### src/logic/atast_pkg.sv
// package: register map, field layout and types of the ata strobe timer
package atast_pkg;
    // ------------------------------------------------------------------
    // register byte offsets
    // ------------------------------------------------------------------
    localparam logic [7:0] ATAST_OFF_MISC   = 8'h00;
    localparam logic [7:0] ATAST_OFF_PIOSTB = 8'h04;
    localparam logic [7:0] ATAST_OFF_PIORCV = 8'h08;
    localparam logic [7:0] ATAST_OFF_MDMA_STROBE_WIDTH = 8'h0C;
    localparam logic [7:0] ATAST_OFF_DMARCV = 8'h10;
    localparam logic [7:0] ATAST_OFF_CMD    = 8'h14;
    localparam logic [7:0] ATAST_OFF_STAT   = 8'h18;
    localparam logic [7:0] ATAST_OFF_WDATA  = 8'h1C;
    localparam logic [7:0] ATAST_OFF_RDATA  = 8'h20;

    // ------------------------------------------------------------------
    // field layout
    // ------------------------------------------------------------------
    localparam int ATAST_CW        = 8;  // width of every timing count
    localparam int ATAST_MISC_EN   = 0;  // timing override enable bit
    localparam int ATAST_MISC_HLD  = 8;  // hold count low bit
    localparam int ATAST_CMD_WR    = 0;  // 1 = write access
    localparam int ATAST_CMD_DMA   = 1;  // 1 = multiword dma, 0 = pio
    localparam int ATAST_ST_BUSY   = 0;
    localparam int ATAST_ST_DONE   = 1;

    localparam logic [1:0]  ATAST_RESP_OK  = 2'h0;
    localparam logic [1:0]  ATAST_RESP_ERR = 2'h2;
    localparam logic [7:0]  ATAST_CNT_RST  = 8'h00;
    localparam logic [31:0] ATAST_ZERO32   = 32'h00000000;

    // timing set handed to the sequencer
    typedef struct packed {
        logic [ATAST_CW-1:0] strobe;
        logic [ATAST_CW-1:0] recover;
        logic [ATAST_CW-1:0] hold;
    } atast_timing_t;

    typedef enum logic [3:0] {
        ATAST_IDLE = 4'b0001,
        ATAST_STRB = 4'b0010,
        ATAST_HOLD = 4'b0100,
        ATAST_RCVR = 4'b1000
    } atast_state_t;
endpackage

### src/logic/atast_seq.sv
// strobe sequencer: strobe, write hold, recovery for one access
`timescale 1ns/10ps
module atast_seq
    import atast_pkg::*;
(
    input  wire logic          clk,      // controller clock
    input  wire logic          nrst,     // async reset, active low
    input  wire logic          start,    // start one access, pulse
    input  wire logic          is_write, // access direction
    input  wire atast_timing_t tim,      // counts, minus-one encoded
    output logic               strobe,   // read or write strobe active
    output logic               wdrive,   // write data driven
    output logic               busy,     // access under way
    output logic               done      // access complete, pulse
);
    atast_state_t        st_q, st_d;
    logic [ATAST_CW-1:0] cnt_q, cnt_d;
    logic                wr_q, wr_d;

    // next state; a count of n runs n+1 cycles
    always_comb begin
        st_d  = st_q;
        cnt_d = cnt_q;
        wr_d  = wr_q;
        done  = 1'b0;
        unique case (st_q)
            ATAST_IDLE: begin
                if (start) begin
                    st_d  = ATAST_STRB;
                    cnt_d = tim.strobe;
                    wr_d  = is_write;
                end
            end
            ATAST_STRB: begin
                if (cnt_q != ATAST_CNT_RST) begin
                    cnt_d = cnt_q - 8'h01;
                end else if (wr_q) begin
                    st_d  = ATAST_HOLD;
                    cnt_d = tim.hold;
                end else begin
                    st_d  = ATAST_RCVR;
                    cnt_d = tim.recover;
                end
            end
            ATAST_HOLD: begin
                if (cnt_q != ATAST_CNT_RST) begin
                    cnt_d = cnt_q - 8'h01;
                end else begin
                    st_d  = ATAST_RCVR;
                    cnt_d = tim.recover;
                end
            end
            ATAST_RCVR: begin
                if (cnt_q != ATAST_CNT_RST) begin
                    cnt_d = cnt_q - 8'h01;
                end else begin
                    st_d = ATAST_IDLE;
                    done = 1'b1;
                end
            end
            default: begin
                st_d = ATAST_IDLE;
            end
        endcase
    end

    // state registers
    always_ff @(posedge clk or negedge nrst) begin
        if (!nrst) begin
            st_q  <= ATAST_IDLE;
            cnt_q <= ATAST_CNT_RST;
            wr_q  <= 1'b0;
        end else begin
            st_q  <= st_d;
            cnt_q <= cnt_d;
            wr_q  <= wr_d;
        end
    end

    assign strobe = (st_q == ATAST_STRB);
    assign wdrive = wr_q & (st_q != ATAST_IDLE) & (st_q != ATAST_RCVR);
    assign busy   = (st_q != ATAST_IDLE);
endmodule

### src/logic/atast_top.sv
// ata pio / multiword dma strobe timing block with axi4-lite registers
`timescale 1ns/10ps
module atast_top
    import atast_pkg::*;
(
    input  wire logic        clk,          // 40 MHz controller clock
    input  wire logic        nrst,         // async reset, active low
    input  wire logic [7:0]  s_axi_awaddr, // write address
    input  wire logic        s_axi_awvalid,// write address valid
    output logic             s_axi_awready,// write address ready
    input  wire logic [31:0] s_axi_wdata,  // write data
    input  wire logic [3:0]  s_axi_wstrb,  // write byte enables
    input  wire logic        s_axi_wvalid, // write data valid
    output logic             s_axi_wready, // write data ready
    output logic [1:0]       s_axi_bresp,  // write response
    output logic             s_axi_bvalid, // write response valid
    input  wire logic        s_axi_bready, // write response ready
    input  wire logic [7:0]  s_axi_araddr, // read address
    input  wire logic        s_axi_arvalid,// read address valid
    output logic             s_axi_arready,// read address ready
    output logic [31:0]      s_axi_rdata,  // read data
    output logic [1:0]       s_axi_rresp,  // read response
    output logic             s_axi_rvalid, // read data valid
    input  wire logic        s_axi_rready, // read data ready
    output logic             rd_strobe_n,  // read strobe to disk, low
    output logic             wr_strobe_n,  // write strobe to disk, low
    output logic [15:0]      dd_out,       // data bus out
    output logic             dd_oe,        // data bus output enable
    input  wire logic [15:0] dd_in         // data bus in, from pins
);
    // ------------------------------------------------------------------
    // registers
    // ------------------------------------------------------------------
    logic                timing_override_enable_q, en_d;
    logic [ATAST_CW-1:0] write_data_hold_count_q, hld_d;
    logic [ATAST_CW-1:0] pio_data_strobe_width_q, pst_d;
    logic [ATAST_CW-1:0] pio_data_recovery_count_q, prc_d;
    logic [ATAST_CW-1:0] mdma_strobe_width_q, dst_d;
    logic [ATAST_CW-1:0] mdma_recovery_count_q, drc_d;
    logic [15:0]         wdat_q, wdat_d;
    logic [15:0]         rdat_q, rdat_d;
    logic [15:0]         din_s1_q, din_s2_q;
    logic                done_q, done_d;
    logic                dma_q, dma_d;
    logic                aw_q, aw_d, w_q, w_d, bv_q, bv_d;
    logic [7:0]          awa_q, awa_d;
    logic [31:0]         wd_q, wd_d;
    logic [1:0]          br_q, br_d;
    logic                rv_q, rv_d;
    logic [31:0]         rd_q, rd_d;
    logic [1:0]          rr_q, rr_d;
    logic                st_go, st_wr;
    logic                rds_q, rds_d, wrs_q, wrs_d, oe_q, oe_d;
    logic                seq_strobe, seq_wdrive, seq_busy, seq_done;
    logic                seq_wr_q, seq_wr_d;
    atast_timing_t       tim;
    logic [31:0]         misc_word;

    // ------------------------------------------------------------------
    // timing selection
    // ------------------------------------------------------------------
    // with the override off the counts fall back to zero (one cycle),
    // which is too fast for real disks: software must set the enable
    always_comb begin
        tim.hold = timing_override_enable_q ? write_data_hold_count_q
                                            : ATAST_CNT_RST;
        if (!timing_override_enable_q) begin
            tim.strobe  = ATAST_CNT_RST;
            tim.recover = ATAST_CNT_RST;
        end else if (dma_d) begin          // mode of a start in flight
            tim.strobe  = mdma_strobe_width_q;
            tim.recover = mdma_recovery_count_q;
        end else begin
            tim.strobe  = pio_data_strobe_width_q;
            tim.recover = pio_data_recovery_count_q;
        end
    end

    atast_seq u_seq (
        .clk      (clk),
        .nrst     (nrst),
        .start    (st_go),
        .is_write (st_wr),
        .tim      (tim),
        .strobe   (seq_strobe),
        .wdrive   (seq_wdrive),
        .busy     (seq_busy),
        .done     (seq_done)
    );

    assign misc_word = {16'h0000, write_data_hold_count_q, 7'h00,
                        timing_override_enable_q};

    // ------------------------------------------------------------------
    // axi4-lite write channel and register writes
    // ------------------------------------------------------------------
    // address and data are caught in either order; response follows both
    always_comb begin
        aw_d  = aw_q;
        awa_d = awa_q;
        w_d   = w_q;
        wd_d  = wd_q;
        bv_d  = bv_q;
        br_d  = br_q;
        en_d  = timing_override_enable_q;
        hld_d = write_data_hold_count_q;
        pst_d = pio_data_strobe_width_q;
        prc_d = pio_data_recovery_count_q;
        dst_d = mdma_strobe_width_q;
        drc_d = mdma_recovery_count_q;
        wdat_d = wdat_q;
        dma_d  = dma_q;
        st_go  = 1'b0;
        st_wr  = 1'b0;
        if (s_axi_awvalid && !aw_q && !bv_q) begin
            aw_d  = 1'b1;
            awa_d = s_axi_awaddr;
        end
        if (s_axi_wvalid && !w_q && !bv_q) begin
            w_d  = 1'b1;
            wd_d = s_axi_wdata;
        end
        if (aw_q && w_q) begin
            aw_d = 1'b0;
            w_d  = 1'b0;
            bv_d = 1'b1;
            br_d = ATAST_RESP_OK;
            unique case (awa_q)
                ATAST_OFF_MISC: begin
                    if (s_axi_wstrb[0]) en_d = wd_q[ATAST_MISC_EN];
                    if (s_axi_wstrb[1])
                        hld_d = wd_q[ATAST_MISC_HLD +: ATAST_CW];
                end
                ATAST_OFF_PIOSTB: if (s_axi_wstrb[0]) pst_d = wd_q[7:0];
                ATAST_OFF_PIORCV: if (s_axi_wstrb[0]) prc_d = wd_q[7:0];
                ATAST_OFF_MDMA_STROBE_WIDTH: if (s_axi_wstrb[0]) dst_d = wd_q[7:0];
                ATAST_OFF_DMARCV: if (s_axi_wstrb[0]) drc_d = wd_q[7:0];
                ATAST_OFF_WDATA:  wdat_d = wd_q[15:0];
                ATAST_OFF_CMD: begin
                    // a start while busy is dropped and answered slverr
                    if (seq_busy) begin
                        br_d = ATAST_RESP_ERR;
                    end else begin
                        st_go = 1'b1;
                        st_wr = wd_q[ATAST_CMD_WR];
                        dma_d = wd_q[ATAST_CMD_DMA];
                    end
                end
                ATAST_OFF_STAT, ATAST_OFF_RDATA: ;
                default: br_d = ATAST_RESP_ERR;
            endcase
        end
        if (bv_q && s_axi_bready) bv_d = 1'b0;
    end

    // ------------------------------------------------------------------
    // axi4-lite read channel
    // ------------------------------------------------------------------
    always_comb begin
        rv_d = rv_q;
        rd_d = rd_q;
        rr_d = rr_q;
        if (s_axi_arvalid && !rv_q) begin
            rv_d = 1'b1;
            rr_d = ATAST_RESP_OK;
            rd_d = ATAST_ZERO32;
            unique case (s_axi_araddr)
                ATAST_OFF_MISC:   rd_d = misc_word;
                ATAST_OFF_PIOSTB: rd_d[7:0] = pio_data_strobe_width_q;
                ATAST_OFF_PIORCV: rd_d[7:0] = pio_data_recovery_count_q;
                ATAST_OFF_MDMA_STROBE_WIDTH: rd_d[7:0] = mdma_strobe_width_q;
                ATAST_OFF_DMARCV: rd_d[7:0] = mdma_recovery_count_q;
                ATAST_OFF_CMD:    rd_d[ATAST_CMD_DMA] = dma_q;
                ATAST_OFF_STAT: begin
                    rd_d[ATAST_ST_BUSY] = seq_busy;
                    rd_d[ATAST_ST_DONE] = done_q;
                end
                ATAST_OFF_WDATA:  rd_d[15:0] = wdat_q;
                ATAST_OFF_RDATA:  rd_d[15:0] = rdat_q;
                default:          rr_d = ATAST_RESP_ERR;
            endcase
        end else if (rv_q && s_axi_rready) begin
            rv_d = 1'b0;
        end
    end

    // ------------------------------------------------------------------
    // pin side: strobes, data drive, read capture, done flag
    // ------------------------------------------------------------------
    // read data is latched at the last strobe cycle; sticky done is set by
    // the sequencer and cleared by reading status, the set wins
    always_comb begin
        seq_wr_d = st_go ? st_wr : seq_wr_q;
        rds_d    = seq_strobe & ~seq_wr_q;
        wrs_d    = seq_strobe & seq_wr_q;
        oe_d     = seq_wdrive;
        rdat_d   = (seq_strobe && !seq_wr_q) ? din_s2_q : rdat_q;
        done_d   = done_q;
        if (s_axi_arvalid && !rv_q && s_axi_araddr == ATAST_OFF_STAT)
            done_d = 1'b0;
        if (st_go)
            done_d = 1'b0;
        if (seq_done)
            done_d = 1'b1;
    end

    // all registers of the block
    always_ff @(posedge clk or negedge nrst) begin
        if (!nrst) begin
            timing_override_enable_q  <= 1'b0;
            write_data_hold_count_q   <= ATAST_CNT_RST;
            pio_data_strobe_width_q   <= ATAST_CNT_RST;
            pio_data_recovery_count_q <= ATAST_CNT_RST;
            mdma_strobe_width_q       <= ATAST_CNT_RST;
            mdma_recovery_count_q     <= ATAST_CNT_RST;
            wdat_q   <= 16'h0000;
            rdat_q   <= 16'h0000;
            din_s1_q <= 16'h0000;
            din_s2_q <= 16'h0000;
            done_q   <= 1'b0;
            dma_q    <= 1'b0;
            aw_q     <= 1'b0;
            awa_q    <= 8'h00;
            w_q      <= 1'b0;
            wd_q     <= ATAST_ZERO32;
            bv_q     <= 1'b0;
            br_q     <= ATAST_RESP_OK;
            rv_q     <= 1'b0;
            rd_q     <= ATAST_ZERO32;
            rr_q     <= ATAST_RESP_OK;
            seq_wr_q <= 1'b0;
            rds_q    <= 1'b0;
            wrs_q    <= 1'b0;
            oe_q     <= 1'b0;
        end else begin
            timing_override_enable_q  <= en_d;
            write_data_hold_count_q   <= hld_d;
            pio_data_strobe_width_q   <= pst_d;
            pio_data_recovery_count_q <= prc_d;
            mdma_strobe_width_q       <= dst_d;
            mdma_recovery_count_q     <= drc_d;
            wdat_q   <= wdat_d;
            rdat_q   <= rdat_d;
            din_s1_q <= dd_in;
            din_s2_q <= din_s1_q;
            done_q   <= done_d;
            dma_q    <= dma_d;
            aw_q     <= aw_d;
            awa_q    <= awa_d;
            w_q      <= w_d;
            wd_q     <= wd_d;
            bv_q     <= bv_d;
            br_q     <= br_d;
            rv_q     <= rv_d;
            rd_q     <= rd_d;
            rr_q     <= rr_d;
            seq_wr_q <= seq_wr_d;
            rds_q    <= rds_d;
            wrs_q    <= wrs_d;
            oe_q     <= oe_d;
        end
    end

    assign s_axi_awready = ~aw_q & ~bv_q;
    assign s_axi_wready  = ~w_q & ~bv_q;
    assign s_axi_bvalid  = bv_q;
    assign s_axi_bresp   = br_q;
    assign s_axi_arready = ~rv_q;
    assign s_axi_rvalid  = rv_q;
    assign s_axi_rdata   = rd_q;
    assign s_axi_rresp   = rr_q;
    assign rd_strobe_n   = ~rds_q;
    assign wr_strobe_n   = ~wrs_q;
    assign dd_out        = wdat_q;
    assign dd_oe         = oe_q;
endmodule

### config.mk
export PLATFORM = sky130hd
export DESIGN_NAME = atast_top
export DESIGN_NICKNAME = d
export VERILOG_FILES = /design/src/logic/atast_pkg.sv /design/src/logic/atast_seq.sv /design/src/logic/atast_top.sv
export SDC_FILE = /design/constraint.sdc
export NUM_CORES = 1
export LEC_CHECK = 0
export BUFFER_PORTS_ARGS = -buffer_cell sky130_fd_sc_hd__clkbuf_2
export CAP_MARGIN = 5
export CORE_MARGIN = 1
export CORE_UTILIZATION = 40
export DETAILED_ROUTE_END_ITERATION = 12
export GPL_TIMING_DRIVEN = 0
export SLEW_MARGIN = 20
export SYNTH_ARGS = -nofsm -noshare
export SYNTH_HDL_FRONTEND = slang
export SYNTH_SLANG_ARGS = --single-unit
export TNS_END_PERCENT = 1
### constraint.sdc
create_clock -name clk -period 2.75 [get_ports clk]
set_clock_uncertainty 0.15 [all_clocks]
set_input_delay 0.6875 -clock clk [delete_from_list [all_inputs] [get_ports clk]]
set_output_delay 0.6875 -clock clk [all_outputs]
set_load 0.01 [all_outputs]
==> impl.org, run 1 <==
** STA
- The number of hold violations in the final report was 0.
- The smallest clock period supported by the final layout is computed as 2720 ps.
- The number of max-slew violations in the final report came to 0.
- The final critical path takes up 99.0% of the cycle.
- Setup repair after global routing could not meet its margin everywhere.
- Measured slew at the worst slew-check pin :: 980 ps
- Setup violations remaining at the end of the flow were counted as 0.
- Timing would allow up to 367 MHz.
- Relative slew slack :: 34.0%

** Detailed routing
- Summed over all layers, the routed wires come to 19200 µm.
- For this block, wires on met1 add up to 8530 µm.
- Once detail routing completed, the nets flagged for antenna violations numbered 0.
- Number of remaining DRC errors :: 0
- Detailed route wirelength on metal2 :: 9110 µm
- The pre-antenna-repair detailed-routing pass consisted of 5 iterations.
- Detailed routing inserted a total of 5419 vias.
- Topmost layer with routed signal wires :: met4
- Via-per-instance ratio :: 5.47
- For this block, the initial DRC count from the detailed router was 305.
- Met3 Wirelength :: 998 µm
- After detailed routing, the average wire length per cell comes to 19.3 µm.

** Floorplan
- Die Wd :: 140 µm
- In this run the vertical extent of the chip is 140 µm.
- Core outline area :: 0.0187 mm²
- The die covers 0.0197 mm².
- In this run the core area contains 50 standard-cell rows.
- Boundary pin count :: 135
- Once the floorplan was initialized, standard cells occupied 40.9% of the core.

** Clock tree
- Master cell of the clock root buffer :: clkbuf_16
- After clock tree synthesis, the flow added hold-fix buffers numbering 0.
- CTS tree :: yes
- Sink Count :: 170
- The clock tree synthesis step divided the H-tree into 4 levels.
- Number of buffers created by CTS :: 17
- Clock input transition at the sequential cells of the worst setup and hold paths :: 70 ps
- The clock reaches the later pin of the worst-skew pair after 430 ps.
- The longest clock path from root to sink contains 2 buffers.

** Critical path
- The most numerous cell type found on the critical path is o21ai_0.
- Critical-path cell list :: buf_2, or4b_2, nor2_1, a22oi_1, o21ai_0, a21oi_1, o21ai_0
- Largest fanout on the critical path :: 9
- On the worst path, the slowest cell contributes a delay of 720 ps.
- Across all register-to-register paths, the minimum setup slack is 100 ps.
- Startpoint type of the worst setup path :: input port
- Arrival time of the worst setup path :: 2930 ps
- Data on the critical path is required at its endpoint by 2950 ps.
- Classification of the worst setup path :: in2reg
- Cell with the largest stage delay on the worst path :: or4b_2
- STA classifies the critical path endpoint as a flip-flop.

** Yosys
- For this run, asynchronously set or reset flops after synthesis account for 100%.
- Yosys cell types :: 72
- Each instance of the synthesized netlist takes up on average 12.6 µm².
- Number of synthesized flops with an enable pin :: 0
- Post-synthesis instance total :: 607
- Among all flip-flop cells after synthesis, the most frequent one is dfrtp_1.
- Sequential share of the synthesized area :: 55.6%
- Synth warn :: 0
- The synthesized design contains 170 register bits.
- The mapped netlist covers 0.00766 mm².

** Final layout
- Fill count :: 1692
- The repair_antennas step left the layout with diodes totalling 0.
- At the end of the flow the core is filled with cells to 49.8%.
- The library cell used most frequently in the layout, excluding fill and tap cells, is dfrtp_1.
- Leading cell types in the layout, fill and taps excluded :: dfrtp_1, mux2_2, clkbuf_2, o21ai_0, nand2_1
- The area growth from synthesis to layout is 21.7%.
- Layout net count :: 820
- Once layout is done, the placed cells without fillers occupy 0.00932 mm².
- Once layout is complete, the cells apart from fillers number 991.
- Ratio of cells with drive above 1 in the final layout :: 41.7%

** Placed design
- Once placement finished, the instance area stood at 0.00854 mm².
- The count of buffers added on input and output ports is 96.
- The congestion estimate from routability-driven global placement came to 0.862.
- DP HPWL :: 13800 µm
- Dpl cells :: 955

** GRT
- Overall routing resource usage :: 20.6%
- Number of global-route vias before repair :: 5566
- Initial antenna violation count :: 0
- Global-route wire length before repair :: 30600 µm
- Pin count of the biggest net entering global routing :: 88
- Summed over all layers, the global routing overflow is 0.

** Pwr
- Combinational logic burns 20.8% of the power.
- Sequential cells burn 45.3% of the power.
- Pleak :: 4.31 nW
- Cell internal power was estimated by the tool at 4.93 mW.
- After layout, the design draws a total of 7.25 mW.
- Of the total power, the share spent switching nets is 32.0%.
- Clock network fraction of design power :: 34.0%
- In this run the power spent charging and discharging nets is 2.32 mW.
- The worst-case IR drop observed on VDD is 0.000435 V.
- In this run the power density over the cells is 778 mW/mm².

** Flow run
- Max-cap check violation count :: 0

** Run status
- The run finished with clean final reports.

** Hold path
- The path class of the tightest hold or removal check is in2async.
[power groups by stage]
stage | Combinational, mW | Clock [mW] | Sequential (mW)
2_1_floorplan | 1.01 | 0 | 3.20
3_3_place_gp | 1.39 | 0 | 3.30
3_5_place_dp | 1.43 | 0 | 3.32
4_1_cts | 1.49 | 2.51 | 3.27
5_1_grt | 1.65 | 2.62 | 3.34
6_report | 1.51 | 2.46 | 3.28
[flip-flops by register name, indices dropped and copies added, names as in the netlist, 16 cells and up]
signal / flops
dd_out: 16
din_s1_q: 16
din_s2_q: 16
rdat_q: 16
s_axi_rdata: 16
wd_q: 16
[cells by family after synthesis]
kind of cell | share of synthesized area, %
DFF | 55.6
and+or+nand+nor | 10.1
adders and majority gates | 0.163
AOI/OAI and AO/OA | 10.9
xor gates and xnor gates | 0.687
other | 0.0490
muxes | 17.9
buffers and inverters | 4.62
[metal layers]
layer / track usage (%) / vias up
met5: 0 / -
met4: 8.62 / 0
met3: 4.79 / 41
met2: 32.7 / 174
met1: 27.2 / 2714
li1: - / 2490
[metrics by stage]
step / hold slack [ps] / setup TNS, ps / setup WS [ps]
after CTS: 180 / -19.8 / -19.8
final: 135 / 0 / 27.5
after floorplan: 181 / 0 / 109
after global routing: 186 / -191 / -51.6
after global placement: 183 / -367270 / -2130
after detailed placement: 185 / -8820 / -595
[path summary, 6_finish.rpt]
kind                                 start        endpoint  depth (start not counted)
min in group clk               din_s1_q[5]     din_s2_q[5]                          0
max reg2reg                 u_seq.cnt_q[0]  u_seq.cnt_q[4]                         10
max in group asynchronous             nrst       rdat_q[6]                          2
min                                   nrst        awa_q[0]                          1
max                        s_axi_araddr[4]  s_axi_rdata[3]                          7
min reg2reg                    din_s1_q[5]     din_s2_q[5]                          0
[synthesized netlist by cell type (6+ instances only)]
master    number  share of area (%)
buf_4         23                2.3
mux2i_1       11                1.4
o211ai_1       7               0.69
nor2_1        18               0.88
nand3_1        7               0.46
a222oi_1      14                1.8
nor3_1        10               0.65
a22oi_1        7               0.69
dfrtp_1      169                 55
and2_1         6               0.49
mux2_2       105                 15
clkbuf_1      19               0.93
o21ai_0       40                2.6
a21oi_1       22                1.4
inv_1         11               0.54
nand2_1       32                1.6
[cell type report]
type                            count  area (µm²)  share of cell area [%]
Sequential cell                   170        4260                    45.7
Multi-Input combinational cell    390        3210                    34.5
Timing Repair Buffer              101         559                    6.00
Clock buffer                       17         425                    4.57
Buffer                             52         324                    3.48
Tap cell                          234         293                    3.14
Clock inverter                     15         195                    2.10
Inverter                           12        50.0                   0.537
[worst max-delay path: cells and delay by family]
| kind | cells | cell delay, ps |
|---|---|---|
| buf+inv | 1 | 240 |
| compound gates | 4 | 750 |
| simple gates | 2 | 1240 |
[repair_timing]
item / in CTS / in global routing
hold endpoints to repair: 0 / 0
resized for setup: 12 / 13
setup buffers: 4 / 0
pin swaps: 1 / 2
endpoints found under the setup margin: 25 / 38
Power figures use the tool's default switching activity.
==> run 2, diff against run 1 <==
==> constraint.sdc (replaced) <==
create_clock -name clk -period 2.45 [get_ports clk]
set_clock_uncertainty 0.15 [all_clocks]
set_input_delay 0.6125 -clock clk [delete_from_list [all_inputs] [get_ports clk]]
set_output_delay 0.6125 -clock clk [all_outputs]
set_load 0.01 [all_outputs]
==> run 2 against run 1 <==
- the run now ends with negative setup slack left
- combinational power increased by 21%
- setup slack got worse by 140 ps
- sequential share of layout area shrank 1.1 points
- global-route usage up 0.21 points
- wire length up 1.9%
- count of clock-buffer cells in the layout did not move
- design area up 2.6%
- register-to-register slack worse by 210 ps
- clock power rose by 8.1%
- critical path depth rose by 1
- die area stayed put
- first-iteration DRC count rose by 0.33%
- critical path type is now reg2reg
- largest cell class unchanged
==> impl.org, run 2 (same netlist as run 1, synthesis figures left out) <==
** Run status
- Outcome :: finished with violations
- The checks that failed: negative setup slack.

** GRT
- Total congestion overflow after global routing :: 0
- Pin count of the biggest net entering global routing :: 80
- Number of global-route vias before repair :: 5587
- Global routing used 20.8% of the available tracks.
- The number of antenna violations at the first check in global routing was 0.
- The first global-routing pass estimated 31000 µm of wire.

** Hold path
- Min-Delay Path Class :: in2reg
- Hold path depth :: 1
- The worst hold path terminates at din_s1_q[10].
- Critical hold path startpoint :: dd_in[10]

** Floorplan
- The die covers 0.0197 mm².
- Die span in y :: 140 µm
- The initialized floorplan defines 50 standard-cell rows.
- The core region is 0.0187 mm².
- During I/O placement, the number of pins put on the boundary was 135.
- Measured along the x axis, the die boundary spans 140 µm.
- For this configuration, the core starts out at a cell density of 40.9%.

** Detailed routing
- Routed length per instance :: 19.5 µm
- In the routed layout, each cell is associated on average with a via count of 5.45.
- Antenna Violating Nets Remaining :: 0
- Number of remaining DRC errors :: 0
- For this block, the routed nets add up to 19500 µm of wire.
- First-iteration detailed-routing DRC count :: 306
- For this block, the via count after detailed routing is 5458.
- For this run, the detailed router's first-pass iteration total came to 5.

** STA
- Measured slew at the worst slew-check pin :: 990 ps
- Timing would allow up to 390 MHz.
- Setup violations remaining at the end of the flow were counted as 7.
- Across all hold checks on the routed design, the worst slack comes to 132 ps.
- Setup repair after global routing could not meet its margin everywhere.
- Final period util :: 105%
- Setup slack on the critical path of the routed design comes to -113 ps.
- Number of hold violations in the final report :: 0
- Summed over all failing endpoints, the final setup total negative slack is -514 ps.
- Number of pins with negative max-slew slack in the final report :: 0
- The worst pin sits at a relative slew slack of 33.3%.
- Time the final worst path needs with I/O delays and setup :: 2560 ps

** Critical path
- Type of destination of the critical path :: flip-flop
- STA classifies the critical path startpoint as a flip-flop.
- Worst reg2reg path depth :: 8
- Largest fanout on the critical path :: 7
- Data on the critical path arrives at its endpoint at 2710 ps.
- Startpoint of the worst register-to-register path :: u_seq.st_q[0]
- Required @ worst endpoint :: 2600 ps
- The critical path is of the reg2reg type.
- Endpoint of the most critical register-to-register path :: u_seq.cnt_q[4]
- Worst setup slack for register-to-register paths :: -110 ps

** Final layout
- The finished cells cover 0.00956 mm².
- From synthesis to final layout, the design area changed by 24.8%.
- Leading cell types in the layout, fill and taps excluded :: dfrtp_1, clkbuf_2, mux2_2, o21ai_0
- At the end of the flow, the number of nets in the layout was 830.
- The repair_antennas step left the layout with diodes totalling 0.
- Utilization of the core after routing :: 51.1%
- The library cell used most frequently in the layout, excluding fill and tap cells, is dfrtp_1.
- Fill count :: 1668
- Number of non-filler instances in the completed layout :: 1001
- Ratio of cells with drive above 1 in the final layout :: 44.2%

** Clock tree
- Clock tree synthesis inserted a total of 17 buffers.
- In this run the clock root is driven by a clkbuf_16.
- After clock tree synthesis, the clock-pin slew on the worst setup and hold paths is 70 ps.
- CTS tree :: yes
- In this run the deepest clock path goes through 2 buffers.
- CTS H-tree depth :: 4
- The later pin in the worst-skew pair is clocked with a latency of 430 ps.
- Sink Count :: 170

** Pwr
- The design draws 8.19 mW.
- Power Density :: 857 mW/mm²
- The worst-case IR drop observed on VDD is 0.000502 V.
- Pleak :: 4.42 nW

** Placed design
- The congestion estimate from routability-driven global placement came to 0.848.
- Port buffering added 96 buffers.
- Summing all placed instances gives a cell area of 0.00864 mm².
- Dpl cells :: 957
- The wire-length estimate of the detail-placed layout is 14200 µm.
- Prior to clock tree synthesis, the placed netlist has a worst setup slack of -674 ps.

** Flow run
- The tool flagged a number of max-cap violations equal to 0.
-- run 2: cell types whose count changed in the layout (fill, tap and decap cells not counted), moves of 3 or more --
cell,change
buf_4,+7
clkbuf_1,-6
o21ai_0,-6
o21ai_1,+6
buf_2,-4
clkbuf_2,+4
mux2_2,-4
mux2_4,+4
buf_8,+3
clkinv_8,-3
clkinvlp_4,+3
-- run 2: power breakdown --
part	switching [mW]	total, mW	internal [mW]
Sequential	0.463	3.70	3.24
Clock	1.22	2.66	1.44
Combinational	0.922	1.82	0.900
-- run 2: critical path: stages (launching register included) --
cell	delay, ps
dfstp_2	540
buf_8	110
nor4b_4	290
nand4_4	210
mux2i_4	280
buf_12	180
mux2_4	320
a211oi_2	220
o32ai_1	130
-- run 2: timing repair --
action                                 in CTS  in global routing
cloned                                      0                  1
endpoints found under the hold margin      34                  0
hold buffers                                1                  0
gates resized for setup                    39                 15
pin swaps                                   3                 10
buffers inserted                            2                 10
setup endpoints to repair                  78                 72
-- run 2: worst max-delay path by stage --
stage                     from         endpoint  slack (ps)  cells after the start
2_1_floorplan    u_seq.st_q[0]   u_seq.cnt_q[0]         -80                      8
5_1_grt          u_seq.st_q[0]   u_seq.cnt_q[7]        -180                      9
3_3_place_gp              nrst         awa_q[0]       -2340                      1
3_5_place_dp   s_axi_araddr[1]  s_axi_rdata[15]        -670                      6
6_report         u_seq.st_q[0]   u_seq.cnt_q[4]        -110                      8
4_1_cts          u_seq.st_q[0]   u_seq.cnt_q[4]        -180                      8
-- run 2: routing by layer --
metal | wire length (µm) | share of wire (%) | track usage [%]
met1 | 8450 | 43 | 26.9
met4 | 541 | 2.8 | 9.37
met5 | 0 | 0 | 0
met3 | 954 | 4.9 | 3.76
met2 | 9600 | 49 | 34.2
-- run 2: layout make-up --
class                   instances  area [µm²]  share of cell area, %
well taps                     234         293                   3.06
clock inverters                15         160                   1.68
repair buffers                113         702                   7.34
inverters                      12        57.6                  0.602
multi-input cells             390        3300                   34.5
clock buffers                  17         425                   4.45
plain buffers                  50         364                   3.81
flip-flops and latches        170        4260                   44.6
